===== config.mk =====
export PLATFORM = sky130hd
export DESIGN_NAME = option_configured_port_logic
export DESIGN_NICKNAME = d
export VERILOG_FILES = /design/src/opt_port_pkg.sv /design/src/option_configured_port_logic.sv
export SDC_FILE = /design/constraint.sdc
export NUM_CORES = 1
export LEC_CHECK = 0
export BUFFER_PORTS_ARGS = -buffer_cell sky130_fd_sc_hd__buf_2
export CORE_MARGIN = 2
export CORE_UTILIZATION = 58
export DETAILED_ROUTE_END_ITERATION = 8
export GPL_TIMING_DRIVEN = 0
export PLACE_DENSITY = 0.92
export SLEW_MARGIN = 0
export SYNTH_ARGS = -nofsm -noshare
export SYNTH_HDL_FRONTEND = slang
export SYNTH_SLANG_ARGS = --single-unit

===== constraint.sdc =====
create_clock -name hclk -period 3.3 [get_ports hclk]
set_input_delay 0.165 -clock hclk [delete_from_list [all_inputs] [get_ports hclk]]
set_output_delay 0.165 -clock hclk [all_outputs]
set_load 0.03 [all_outputs]

===== src/opt_port_pkg.sv =====
// constants, register map and carriers for the option-configured port logic
// assumes a 40 MHz bus clock; option choices are fixed at build time
package opt_port_pkg;
   localparam int CLK_HZ = 40000000;
   localparam int HOLD_TIME_MS = 2000;
   localparam int HOLD_CYC = HOLD_TIME_MS * (CLK_HZ / 1000);
   localparam int NR_HZ = 4000;
   localparam int NR_CYC = CLK_HZ / NR_HZ;
   localparam int DIVIDED_CLOCK_OUT_MAX_HZ = 32768;
   localparam int DIVIDED_CLOCK_OUT_CHOICES = 8;
   localparam int OSC_XTAL_HZ = 32768;
   localparam int LCD_SEGS = 26;
   localparam int LCD_SEG_MAX_THIRD = 3 * LCD_SEGS;
   localparam int LCD_SEG_MAX_QUARTER = 4 * LCD_SEGS;

   localparam logic [7:0] ADDR_PORT_DATA = 8'h00;
   localparam logic [7:0] ADDR_STATUS = 8'h04;
   localparam logic [7:0] ADDR_SPECIAL_OUTPUT_LATCH = 8'hf4;
   localparam logic [7:0] ADDR_PORT_DIRECTION_CONTROL = 8'hfc;

   localparam int LATCH_CLK_DC_BIT = 0;
   localparam int LATCH_MEL_DC_BIT = 2;
   localparam int DIR_BIT = 0;
   localparam logic [3:0] LATCH_RESET = 4'h0;
   localparam logic [3:0] DIR_RESET = 4'h0;
   localparam logic [3:0] PORT_RESET = 4'h0;
   localparam logic [31:0] RDATA_RESET = 32'h0000_0000;

   localparam logic [1:0] HTRANS_NONSEQ = 2'h2;
   localparam logic [1:0] HTRANS_SEQ = 2'h3;

   typedef enum logic [1:0] {
      MKR_NONE = 2'b00,
      MKR_TWO = 2'b01,
      MKR_THREE = 2'b10,
      MKR_FOUR = 2'b11
   } mkr_sel_e;

   typedef enum logic [1:0] {
      AUX_DC = 2'b00,
      AUX_MELODY_INV = 2'b01,
      AUX_ENVELOPE = 2'b10
   } aux_mode_e;

   typedef enum logic {
      BUS_IDLE = 1'b0,
      BUS_DATA = 1'b1
   } bus_state_e;

   typedef struct packed {
      logic aux_key_in;
      logic key_in_3;
      logic key_in_2;
      logic key_in_1;
      logic key_in_0;
   } key_s;

   typedef struct packed {
      logic [3:0] out;
      logic [3:0] oe;
   } bidir_s;
endpackage


===== src/option_configured_port_logic.sv =====
// option-configured key, special output, i/o port and lcd common logic
// assumes ahb-lite single word transfers, one slave, synchronous inputs
//
// The AHB-Lite slave port is this design's own decision.
`timescale 1ns/100ps
`default_nettype none
module option_configured_port_logic
   import opt_port_pkg::*;
#(
   parameter mkr_sel_e MKR_SEL = MKR_TWO,
   parameter bit NR_KEYS = 1'b1,
   parameter bit NR_AUX = 1'b1,
   parameter bit CLK_OUT_MODE = 1'b0,
   parameter logic [2:0] DIVIDED_CLOCK_OUT_SEL = 3'h0,
   parameter aux_mode_e AUX_MODE = AUX_DC,
   parameter bit DUTY_THIRD = 1'b0,
   parameter bit OSC_CRYSTAL = 1'b1,
   parameter int HOLD_CYCLES = HOLD_CYC,
   parameter int NR_CYCLES = NR_CYC,
   parameter int DIVIDED_CLOCK_OUT_HALF = CLK_HZ / (2 * (DIVIDED_CLOCK_OUT_MAX_HZ >> DIVIDED_CLOCK_OUT_SEL))
)
(
   input wire logic hclk,
   input wire logic hresetn,
   input wire logic hsel,
   input wire logic [31:0] haddr,
   input wire logic [1:0] htrans,
   input wire logic hwrite,
   input wire logic [2:0] hsize,
   input wire logic [31:0] hwdata,
   input wire logic hready,
   output logic hreadyout,
   output logic hresp,
   output logic [31:0] hrdata,
   input wire key_s keys,
   input wire logic tone_output,
   input wire logic [3:0] bidir_in,
   output bidir_s bidir,
   output logic bidir_pulldown,
   output logic clock_or_dc_out,
   output logic melody_aux_out,
   output logic melody_aux_oe,
   output key_s keys_filtered,
   output logic system_reset,
   output logic [3:0] lcd_common_active,
   output logic crystal_clock
);
   bus_state_e state_q;
   logic [7:0] addr_q;
   logic write_q;
   logic [3:0] latch_q;
   logic [3:0] dir_q;
   logic [3:0] port_q;
   logic take;
   logic [31:0] nr_cnt_q;
   logic nr_tick;
   key_s samp_q;
   logic combo;
   logic [31:0] hold_cnt_q;
   logic [31:0] divided_clock_out_cnt_q;
   logic divided_clock_out_phase_q;
   logic [1:0] com_q;

   assign take = hsel && hready && (htrans == HTRANS_NONSEQ || htrans == HTRANS_SEQ);

   // one wait state on every access so the pull-down settles before pins are sampled
   always_ff @(posedge hclk or negedge hresetn)
   begin
      if (!hresetn)
      begin
         state_q <= BUS_IDLE;
         addr_q <= 8'h00;
         write_q <= 1'b0;
         hreadyout <= 1'b1;
      end
      else
      begin
         case (state_q)
            BUS_IDLE:
            begin
               if (take)
               begin
                  state_q <= BUS_DATA;
                  addr_q <= haddr[7:0];
                  write_q <= hwrite;
                  hreadyout <= 1'b0;
               end
            end
            BUS_DATA:
            begin
               state_q <= BUS_IDLE;
               hreadyout <= 1'b1;
            end
            default:
            begin
               state_q <= BUS_IDLE;
               hreadyout <= 1'b1;
            end
         endcase
      end
   end

   always_ff @(posedge hclk or negedge hresetn)
   begin
      if (!hresetn)
      begin
         hresp <= 1'b0;
      end
      else
      begin
         hresp <= 1'b0;
      end
   end

   // register writes land in the wait cycle, when hwdata stands
   always_ff @(posedge hclk or negedge hresetn)
   begin
      if (!hresetn)
      begin
         latch_q <= LATCH_RESET;
         dir_q <= DIR_RESET;
         port_q <= PORT_RESET;
      end
      else if (state_q == BUS_DATA && write_q)
      begin
         case (addr_q)
            ADDR_SPECIAL_OUTPUT_LATCH: latch_q <= hwdata[3:0];
            ADDR_PORT_DIRECTION_CONTROL: dir_q <= hwdata[3:0];
            ADDR_PORT_DATA: port_q <= hwdata[3:0];
            default: port_q <= port_q;
         endcase
      end
   end

   // unmapped addresses read zero
   always_ff @(posedge hclk or negedge hresetn)
   begin
      if (!hresetn)
      begin
         hrdata <= RDATA_RESET;
      end
      else if (state_q == BUS_DATA && !write_q)
      begin
         case (addr_q)
            ADDR_SPECIAL_OUTPUT_LATCH: hrdata <= {28'h0, latch_q};
            ADDR_PORT_DIRECTION_CONTROL: hrdata <= {28'h0, dir_q};
            ADDR_PORT_DATA: hrdata <= {28'h0, dir_q[DIR_BIT] ? port_q : bidir_in};
            ADDR_STATUS: hrdata <= {26'h0, system_reset, keys_filtered};
            default: hrdata <= RDATA_RESET;
         endcase
      end
   end

   // pull-down only across the port read wait cycle, to keep leakage low
   always_ff @(posedge hclk or negedge hresetn)
   begin
      if (!hresetn)
      begin
         bidir_pulldown <= 1'b0;
      end
      else
      begin
         bidir_pulldown <= take && !hwrite && haddr[7:0] == ADDR_PORT_DATA
            && state_q == BUS_IDLE;
      end
   end

   always_ff @(posedge hclk or negedge hresetn)
   begin
      if (!hresetn)
      begin
         bidir <= '0;
      end
      else
      begin
         bidir.oe <= {4{dir_q[DIR_BIT]}};
         bidir.out <= port_q;
      end
   end

   always_ff @(posedge hclk or negedge hresetn)
   begin
      if (!hresetn)
      begin
         nr_cnt_q <= 32'h0;
      end
      else if (nr_cnt_q == 32'(NR_CYCLES - 1))
      begin
         nr_cnt_q <= 32'h0;
      end
      else
      begin
         nr_cnt_q <= nr_cnt_q + 32'h1;
      end
   end

   assign nr_tick = (nr_cnt_q == 32'(NR_CYCLES - 1));

   // each key with its noise-reduction option on (NR_KEYS, NR_AUX) is sampled on the 4 kHz tick; slower response is the price of chatter immunity
   for (genvar i = 0; i < 5; i++)
   begin : g_nr
      localparam bit USE = (i == 4) ? NR_AUX : NR_KEYS;
      always_ff @(posedge hclk or negedge hresetn)
      begin
         if (!hresetn)
         begin
            samp_q[i] <= 1'b0;
            keys_filtered[i] <= 1'b0;
         end
         else if (!USE)
         begin
            samp_q[i] <= keys[i];
            keys_filtered[i] <= keys[i];
         end
         else if (nr_tick)
         begin
            samp_q[i] <= keys[i];
            if (samp_q[i] == keys[i])
            begin
               keys_filtered[i] <= keys[i];
            end
         end
      end
   end

   always_comb
   begin
      case (MKR_SEL)
         MKR_TWO: combo = keys.key_in_0 && keys.key_in_1;
         MKR_THREE: combo = keys.key_in_0 && keys.key_in_1 && keys.key_in_2;
         MKR_FOUR: combo = keys.key_in_0 && keys.key_in_1 && keys.key_in_2 && keys.key_in_3;
         default: combo = 1'b0;
      endcase
   end

   always_ff @(posedge hclk or negedge hresetn)
   begin
      if (!hresetn)
      begin
         hold_cnt_q <= 32'h0;
         system_reset <= 1'b0;
      end
      else if (!combo)
      begin
         hold_cnt_q <= 32'h0;
         system_reset <= 1'b0;
      end
      else if (hold_cnt_q == 32'(HOLD_CYCLES - 1))
      begin
         system_reset <= 1'b1;
      end
      else
      begin
         hold_cnt_q <= hold_cnt_q + 32'h1;
      end
   end

   // the wave restarts from low at enable so no short first half appears
   always_ff @(posedge hclk or negedge hresetn)
   begin
      if (!hresetn)
      begin
         divided_clock_out_cnt_q <= 32'h0;
         divided_clock_out_phase_q <= 1'b0;
      end
      else if (!latch_q[LATCH_CLK_DC_BIT])
      begin
         divided_clock_out_cnt_q <= 32'h0;
         divided_clock_out_phase_q <= 1'b0;
      end
      else if (divided_clock_out_cnt_q == 32'(DIVIDED_CLOCK_OUT_HALF - 1))
      begin
         divided_clock_out_cnt_q <= 32'h0;
         divided_clock_out_phase_q <= !divided_clock_out_phase_q;
      end
      else
      begin
         divided_clock_out_cnt_q <= divided_clock_out_cnt_q + 32'h1;
      end
   end

   always_ff @(posedge hclk or negedge hresetn)
   begin
      if (!hresetn)
      begin
         clock_or_dc_out <= 1'b0;
      end
      else if (CLK_OUT_MODE)
      begin
         clock_or_dc_out <= latch_q[LATCH_CLK_DC_BIT] && divided_clock_out_phase_q;
      end
      else
      begin
         clock_or_dc_out <= latch_q[LATCH_CLK_DC_BIT];
      end
   end

   // envelope mode is open drain: pulls low while the tone is high
   always_ff @(posedge hclk or negedge hresetn)
   begin
      if (!hresetn)
      begin
         melody_aux_out <= 1'b0;
         melody_aux_oe <= 1'b1;
      end
      else
      begin
         case (AUX_MODE)
            AUX_MELODY_INV:
            begin
               melody_aux_out <= !tone_output;
               melody_aux_oe <= 1'b1;
            end
            AUX_ENVELOPE:
            begin
               melody_aux_out <= 1'b0;
               melody_aux_oe <= tone_output;
            end
            default:
            begin
               melody_aux_out <= latch_q[LATCH_MEL_DC_BIT];
               melody_aux_oe <= 1'b1;
            end
         endcase
      end
   end

   // common scan steps on the sampling tick; frame rate is not modelled further
   always_ff @(posedge hclk or negedge hresetn)
   begin
      if (!hresetn)
      begin
         com_q <= 2'h0;
         lcd_common_active <= 4'h0;
         crystal_clock <= 1'b0;
      end
      else
      begin
         crystal_clock <= OSC_CRYSTAL;
         if (nr_tick)
         begin
            if (DUTY_THIRD && com_q == 2'h2)
            begin
               com_q <= 2'h0;
            end
            else
            begin
               com_q <= com_q + 2'h1;
            end
         end
         lcd_common_active <= 4'h1 << com_q;
      end
   end
endmodule
`default_nettype wire


# Yosys cells after proc, flatten, opt, wreduce, memory -nomap -nowiden
# Cells that the tools add are included.
[op_classes]
mux = 11
n_shift = 1
reduce_logical = 22
bitwise = 1
add_sub_neg = 3
n_eq_ne = 15
[ops]
columns = ["op", "count"]
rows = [
  ["$mux W32", 3],
  ["$add A32 B1 Y32 const B", 2],
  ["$eq A32 B14 Y1 const B", 1],
  ["$eq A32 B27 Y1 const B", 1],
  ["$pmux W6 S4", 1],
  ["$reduce_and A2 Y1", 9],
  ["$eq A8 B8 Y1 const B", 2],
  ["$logic_not A8 Y1", 2],
  ["$eq A8 B3 Y1 const B", 1],
  ["$logic_and A1 B1 Y1", 8],
  ["$eq A1 B1 Y1", 5],
  ["$eq A2 B2 Y1 const B", 2],
  ["$mux W1", 4],
  ["$mux W4", 1],
  ["$ne A2 B2 Y1 const B", 2],
  ["$pmux W1 S2", 2],
  ["$shl A1 B2 Y4 const A", 1],
  ["$add A2 B1 Y2 const B", 1],
  ["$logic_not A1 Y1", 2],
  ["$ne A2 B1 Y1 const B", 1],
  ["$logic_or A1 B1 Y1", 1],
  ["$not A1 Y1", 1],
]
[word_totals]
word_cells = 82
reg_bits = 145
out_inout_bits = 57
in_bits = 84

# Longest topological paths before layout
# Gate-level depths: netlist of the first run.
[logic_depth]
ltp_word = 6
mapped_depth = 7
mapped_depth_nobuf = 5

# Least setup slack after synthesis of the first run
# Ideal clock, no wire load.
[synth_path]
kind = "flip-flop to flip-flop"
startpoint = "reg nr_cnt_q[0]"
endpoint = "reg samp_q[0] (netlist name)"
n_path_buf = 2
slack_ns = 1.305
required_ns = 3.175
path_stages_with_launch = 8
period_less_slack_ns = 1.995
arrival_time_ns = 1.871
path_cell_list = "dfrtp_1 ha_1 and3_1 and4_1 clkbuf_1 and2_1 buf_2 mux2_2"
[synth_via]
elab_chain_len = 1
[synth_lines]
columns = ["item", "line", "rtl"]
rows = [
  ["start, declared", "option_configured_port_logic.sv:55", "logic [31:0] nr_cnt_q;"],
  ["start signal, assigned", "option_configured_port_logic.sv:193", "nr_cnt_q <= nr_cnt_q + 32'h1;"],
  ["$eq A32 B14 Y1", "option_configured_port_logic.sv:197", "assign nr_tick = (nr_cnt_q == 32'(NR_CYCLES - 1));"],
  ["end signal, assigned by index", "option_configured_port_logic.sv:212", "samp_q[i] <= keys[i];"],
  ["end signal, assigned by index", "option_configured_port_logic.sv:217", "samp_q[i] <= keys[i];"],
  ["end, declared", "option_configured_port_logic.sv:57", "key_s samp_q;"],
]
# Every way passes these cells.
# A chain may end at the register's enable or synchronous reset.

# Final worst setup path of the first run
[layout_path]
startpoint = "reg hold_cnt_q[1]"
endpoint = "reg hold_cnt_q[5]"
[layout_via]
elab_chain_len = 3
elab_cells_between_ends = 5
[layout_lines]
columns = ["item", "line", "rtl"]
rows = [
  ["start, declared", "option_configured_port_logic.sv:59", "logic [31:0] hold_cnt_q;"],
  ["start signal, assigned", "option_configured_port_logic.sv:254", "hold_cnt_q <= hold_cnt_q + 32'h1;"],
  ["$add A32 B1 Y32", "option_configured_port_logic.sv:254", ""],
  ["$mux W32", "option_configured_port_logic.sv:248", "else if (hold_cnt_q == 32'(HOLD_CYCLES - 1))"],
  ["$mux W32", "option_configured_port_logic.sv:243", "else if (!combo)"],
]
# Parallel ways exist; a longest one is shown, timed or not. The select of a mux whose other input is x is not followed.

==> results.py, run 1 <==
metrics = {
    "outcome": {
        "status": "finished, final reports clean",
    },
    "floorplan": {
        "die_w_um": 105,
        "core_um2": 9820,
        "ioPinCount": 141,
        "die_y_um": 105,
        "start_util_pct": 60.2,
        "die-area_um2": 11000,
        "row_count": 36,
    },
    "clock_network": {
        "htree_levels": 4,
        "clock_sinks": 119,
        "cts_resized": 0,
        "cts_made_buffers": 17,
        "clk_latency_ns": 0.52,
        "cts_tree": "yes",
        "clockBufferDepth": 2,
        "clk_pin_slew_ns": 0.06,
        "clockRootBuffer": "clkbuf_8",
    },
    "route": {
        "routedWlPerCell_um": 19.5,
        "drtIter0Drc": 636,
        "num_vias": 5441,
        "ant_nets": 0,
        "viasPerCell": 6.44,
        "dr.pass1.iters": 6,
        "routed_wirelength_mm": 16.5,
        "drc": 0,
    },
    "place": {
        "dp.cells": 793,
        "dp_slack_ns": 0.907,
        "dp_hpwl_mm": 9.37,
        "gp_congestion": 0.911,
        "io_buffers": 55,
    },
    "layout": {
        "nFillCells": 581,
        "instances_no_fill": 845,
        "area_growth_pct": 23.6,
        "layout.nets": 789,
        "drive_gt1_share_pct": 21.4,
    },
    "pwr": {
        "p_int_w": 0.00283,
        "p_sw_w": 0.000942,
        "clkPwrFrac_pct": 51.4,
        "p_leak_nw": 3.24,
        "combPwrFrac_pct": 8.0,
        "switching_share_pct": 25.0,
        "seqPwrFrac_pct": 40.6,
        "power_density_nw_per_um2": 517,
        "ir_worst_vdd_v": 0.000392,
    },
    "grt": {
        "grt_overflow": 0,
        "grt_pass1_vias": 5368,
        "grt_max_degree": 74,
        "grt_pass1_wl_mm": 27.0,
        "grt_util_all_layers_pct": 31.0,
        "antenna_found_initial": 0,
    },
    "yosys": {
        "synth-edff-count": 0,
        "yosys_warnings": 0,
        "yosys.area.top_type": "dfrtp_1",
        "yosysTopAreaCellShare_pct": 50.0,
        "synth.most_common_cell": "dfrtp_1",
        "synth.avg_cell_area_um2": 10.2,
        "yosysSeqAreaShare_pct": 50.4,
        "ys_async_sr_fraction_pct": 100,
        "yosys-top-cells-area": "dfrtp_1 50%, buf_4 3.9%, mux2_2 3.4%",
        "synth_top_flop_cell": "dfrtp_1",
        "synth_top_cells_by_count": "118 x dfrtp_1, 54 x nand2_1, 32 x nand3_1, 31 x buf_4",
        "ys_types": 51,
        "synth_seq_cells": 119,
        "syn-cell-area_um2": 5910,
        "synthCells": 577,
    },
    "sta": {
        "whs_ns": 0.141,
        "hold_viol_final": 0,
        "fmax_mhz": 378,
        "min_period_ns": 2.65,
        "maxSlewHeadroom_pct": 34.5,
        "fin_skew_ns": 0.00946,
        "worst_slew_pin_slew_ns": 0.974,
        "layout_setup_ws_ns": 0.655,
        "finalCritPeriodShare_pct": 80.2,
        "tns_ns": 0,
        "finalSetupViolations": 0,
        "grt_setup_unrepaired": "no",
        "drv_slew": 0,
    },
    "job": {
        "cap_violations": 0,
    },
    "critical_path": {
        "critPathCaptureType": "flop",
        "path_max_fanout": 9,
        "criticalPathCategory": "flop to flop",
        "path_buf_inv": 0,
        "crit_arrival_ns": 3.07,
        "required_ns": 3.72,
        "worstSetupStartpointType": "flop",
        "slowest_stage": "nor3_1",
        "critPathMaxStageDelay_ns": 0.80,
        "path_cells": "ha_1 > nand2_1 > nor3_1 > nand3_1 > a31oi_1",
        "crit_family": "simple AND/OR/NAND/NOR gates",
    },
    "min_path": {
        "min_path_type": "input port to asynchronous set/reset pin",
    },
}
worst register-to-register path, stage by stage (launching register included):
cell and delay, ns:
dfrtp_1 0.44, ha_1 0.29, nand2_1 0.26, nor3_1 0.80
nand3_1 0.42, a31oi_1 0.34
routing by layer:
layer | part of all wire [%] | global-route usage, % | vias to the layer above
met2 | 50 | 51.6 | 410
met1 | 37 | 36.9 | 2607
li1 | - | - | 2320
met5 | 0 | 0 | -
met3 | 8.3 | 7.42 | 104
met4 | 5.4 | 17.3 | 0
layout by cell type (no fill, tap or decap), types with 4 or more instances in the layout:
cell and n:
or4_1 16, nor2_1 23, ha_1 6, dlygate4sd3_1 20, buf_2 55, or3_1 14
bufinv_16 4, xor2_1 9, o211ai_1 8, nand3_1 32, nor3_1 15, conb_1 29
a211oi_1 5, mux2i_1 8, xnor2_1 23, o31ai_1 11, clkinv_4 6, nand4_1 21
and4_1 12, a31oi_1 8, a21oi_1 23, and2_1 5, o21ai_0 13, dfrtp_1 118
mux2_2 18, clkbuf_16 16, inv_1 15, nor4_1 20, nor4b_1 5, and3_1 7
clkbuf_1 17, nand2_1 54, buf_4 31
area by class of cell:
cell class	instances	area (um2)	area share, %
antenna	1	2.50	0.0343
buffer	54	338	4.62
clock buffer	17	414	5.67
clock inverter	14	200	2.74
inverter	15	56.3	0.771
multi-input combinational	416	2640	36.1
sequential	119	2980	40.8
tap	133	166	2.28
timing repair buffer	76	509	6.97
per-stage QoR:
| stage | utilization, % | total power, W | instance area (um2) |
|---|---|---|---|
| 4_1_cts | 74.4 | 0.00375 | 7300 |
| 2_1_floorplan | - | 0.00172 | 6010 |
| 6_report | 74.4 | 0.00378 | 7300 |
| 5_1_grt | 74.4 | 0.00388 | 7300 |
| 3_5_place_dp | 66.1 | 0.00182 | 6490 |
| 3_3_place_gp | 65.7 | 0.00180 | 6450 |
sequential cells by signal, summed over array words and instances (netlist names):
signal             flops
addr_q                 8
bidir                  5
bidir_pulldown         1
clock_or_dc_out        1
com_q                  2
crystal_clock          1
dir_q                  4
hold_cnt_q            32
hrdata                 6
hreadyout              1
keys_filtered          5
latch_q                4
lcd_common_active      4
melody_aux_out         1
nr_cnt_q              32
port_q                 4
samp_q                 5
state_q                1
system_reset           1
write_q                1
power by group through the flow:
stage / registers (W) / logic (W) / clock network, W
3_3_place_gp: 0.00155 / 0.000254 / 0
5_1_grt: 0.00153 / 0.000322 / 0.00202
2_1_floorplan: 0.00157 / 0.000151 / 0
3_5_place_dp: 0.00155 / 0.000267 / 0
6_report: 0.00153 / 0.000302 / 0.00194
4_1_cts: 0.00153 / 0.000290 / 0.00193
kinds of logic (layout without fill, tap and decap cells):
kind of cell    Yosys count  count (layout)  share of synthesized area [%]
compound gates           82              82                           8.93
simple gates            241             241                           23.1
mux                      26              26                           4.78
xor+xnor                 32              32                           4.74
buf+inv                  69             176                           6.67
flops                   119             119                           50.4
other cells               2              30                          0.127
fa+ha+maj                 6               6                           1.27
worst paths after layout:
check	from	to	slack, ns	depth (start not counted)
max reg2reg	hold_cnt_q[1]	hold_cnt_q[5]	0.65	5
min	hresetn	nr_cnt_q[25]	0.14	2
max in group asynchronous	hresetn	hreadyout	2.43	3
min reg2reg	dir_q[0]	bidir[0]	0.38	0
max	hold_cnt_q[1]	hold_cnt_q[5]	0.65	5
min in group hclk	bidir_in[1]	hrdata[1]	0.21	4
what timing repair did:
item | CTS | global route
hold buffers | 20 | 0
hold endpoints to repair | 77 | 0
buffers inserted | 0 | 0
Note: power is estimated with default switching activity, not from simulation.
==> inputs of run 2 (changes only) <==
- CORE_UTILIZATION: 58 -> 54
- PLACE_DENSITY: 0.92 -> 0.87
- clock period: 3.3 -> 2.5 ns (I/O delays scaled with it)
==> results.py, run 2 (synthesis results as in run 1) <==
metrics = {
    "grt": {
        "grt_pass1_vias": 5160,
        "grt_pass1_wl_mm": 25.2,
        "grt_max_degree": 75,
        "grt_overflow": 0,
        "grt_util_all_layers_pct": 27.7,
        "antenna_found_initial": 1,
    },
    "sta": {
        "fin_skew_ns": 0.00643,
        "grt_setup_unrepaired": "no",
        "finalCritPeriodShare_pct": 94.0,
        "drv_slew": 0,
        "hold_viol_final": 0,
        "layout_setup_ws_ns": 0.149,
        "worst_slew_pin_slew_ns": 0.919,
        "fmax_mhz": 425,
        "finalSetupViolations": 0,
        "maxSlewHeadroom_pct": 38.2,
        "min_period_ns": 2.35,
        "whs_ns": 0.115,
    },
    "critical_path": {
        "required_ns": 2.91,
        "worstSetupStartpointType": "flop",
        "path_max_fanout": 8,
        "crit_arrival_ns": 2.76,
        "critPathCaptureType": "flop",
        "criticalPathCategory": "flop to flop",
    },
    "floorplan": {
        "ioPinCount": 141,
        "die_w_um": 109,
        "row_count": 38,
        "die-area_um2": 11800,
        "die_y_um": 109,
        "core_um2": 10700,
        "start_util_pct": 55.0,
    },
    "layout": {
        "final_cell_mix": "118 x dfrtp_1, 55 x buf_2, 54 x nand2_1, 33 x buf_4, 32 x nand3_1",
        "layout.nets": 790,
        "area_growth_pct": 24.2,
        "mostFrequentLayoutCell": "dfrtp_1",
        "drive_gt1_share_pct": 22.2,
        "top_regs": "hold_cnt_q (32), nr_cnt_q (32), addr_q (8)",
    },
    "clock_network": {
        "clockBufferDepth": 2,
        "cts_tree": "yes",
        "clockRootBuffer": "clkbuf_8",
        "clk_pin_slew_ns": 0.06,
        "cts_made_buffers": 17,
        "clock_sinks": 119,
        "clk_latency_ns": 0.54,
        "htree_levels": 4,
    },
    "pwr": {
        "p_leak_nw": 3.23,
        "ir_worst_vdd_v": 0.000495,
        "power_density_nw_per_um2": 678,
    },
    "route": {
        "dr.pass1.iters": 8,
        "drc": 0,
        "num_vias": 5274,
        "routedWlPerCell_um": 18.0,
        "routed_wirelength_mm": 15.4,
        "ant_nets": 0,
        "drtIter0Drc": 644,
        "viasPerCell": 6.18,
    },
    "outcome": {
        "status": "finished, final reports clean",
    },
    "place": {
        "dp_hpwl_mm": 9.18,
        "dp_slack_ns": 0.159,
        "io_buffers": 55,
        "gp_congestion": 0.845,
    },
    "min_path": {
        "min_path_type": "input port to flop",
    },
    "job": {
        "cap_violations": 0,
    },
}
-- run 2: layer usage --
metal  global-route usage, %  wire length [um]  vias up
met5                       0                 0        -
met4                    15.9               524        0
met3                    6.99              1090       62
met2                    48.0              8090      297
met1                    31.0              5690     2589
li1                        -                 -     2326
-- run 2: final timing paths --
kind / start / to / slack (ns) / cells after the start
worst max-delay path: addr_q[2] / dir_q[0] / 0.15 / 5
worst min-delay path: htrans[1] / addr_q[0] / 0.11 / 4
worst max register to register: addr_q[2] / dir_q[0] / 0.15 / 5
worst min register to register: dir_q[0] / bidir[0] / 0.41 / 0
max in group asynchronous: hresetn / hreadyout / 1.56 / 3
min in group asynchronous: hresetn / bidir[6] / 0.14 / 2
-- run 2: what timing repair did --
item | CTS | global route
hold buffers | 20 | 0
endpoints found under the hold margin | 77 | 0
resized for setup | 0 | 6
setup endpoints to repair | 0 | 17
buffers inserted | 0 | 1
-- run 2: through the flow --
stage	cells	total power (W)	area [um2]	setup TNS, ns	utilization [%]
2_1_floorplan	604	0.00227	6010	0	-
3_3_place_gp	799	0.00238	6460	-2.87	60.1
3_5_place_dp	800	0.00240	6490	0	60.4
4_1_cts	852	0.00497	7310	0	68.0
5_1_grt	854	0.00511	7340	0	68.3
6_report	854	0.00498	7340	0	68.3
-- run 2: power by group --
| group | total, W | internal [W] | switching [W] | leakage, nW |
|---|---|---|---|---|
| combinational | 0.000394 | 0.000138 | 0.000256 | 1.36 |
| clock | 0.00257 | 0.00163 | 0.000939 | 0.284 |
| sequential | 0.00202 | 0.00198 | 0.0000372 | 1.59 |
-- run 2: final cells by class --
cell class / instances / area [um2]
Clock inverter: 14 / 198
Antenna cell: 1 / 2.50
Multi-Input combinational cell: 416 / 2660
Fill cell: 701 / 3410
Clock buffer: 18 / 418
Sequential cell: 119 / 2980
Inverter: 15 / 56.3
Buffer: 54 / 339
Tap cell: 140 / 175
Timing Repair Buffer: 77 / 513
-- run 2: critical path, stage by stage (launching register included) --
cell and delay (ns):
dfrtp_1 0.32, clkbuf_1 0.37, and3_1 0.24, nand4_1 0.38, or3_1 0.60, mux2_2 0.32
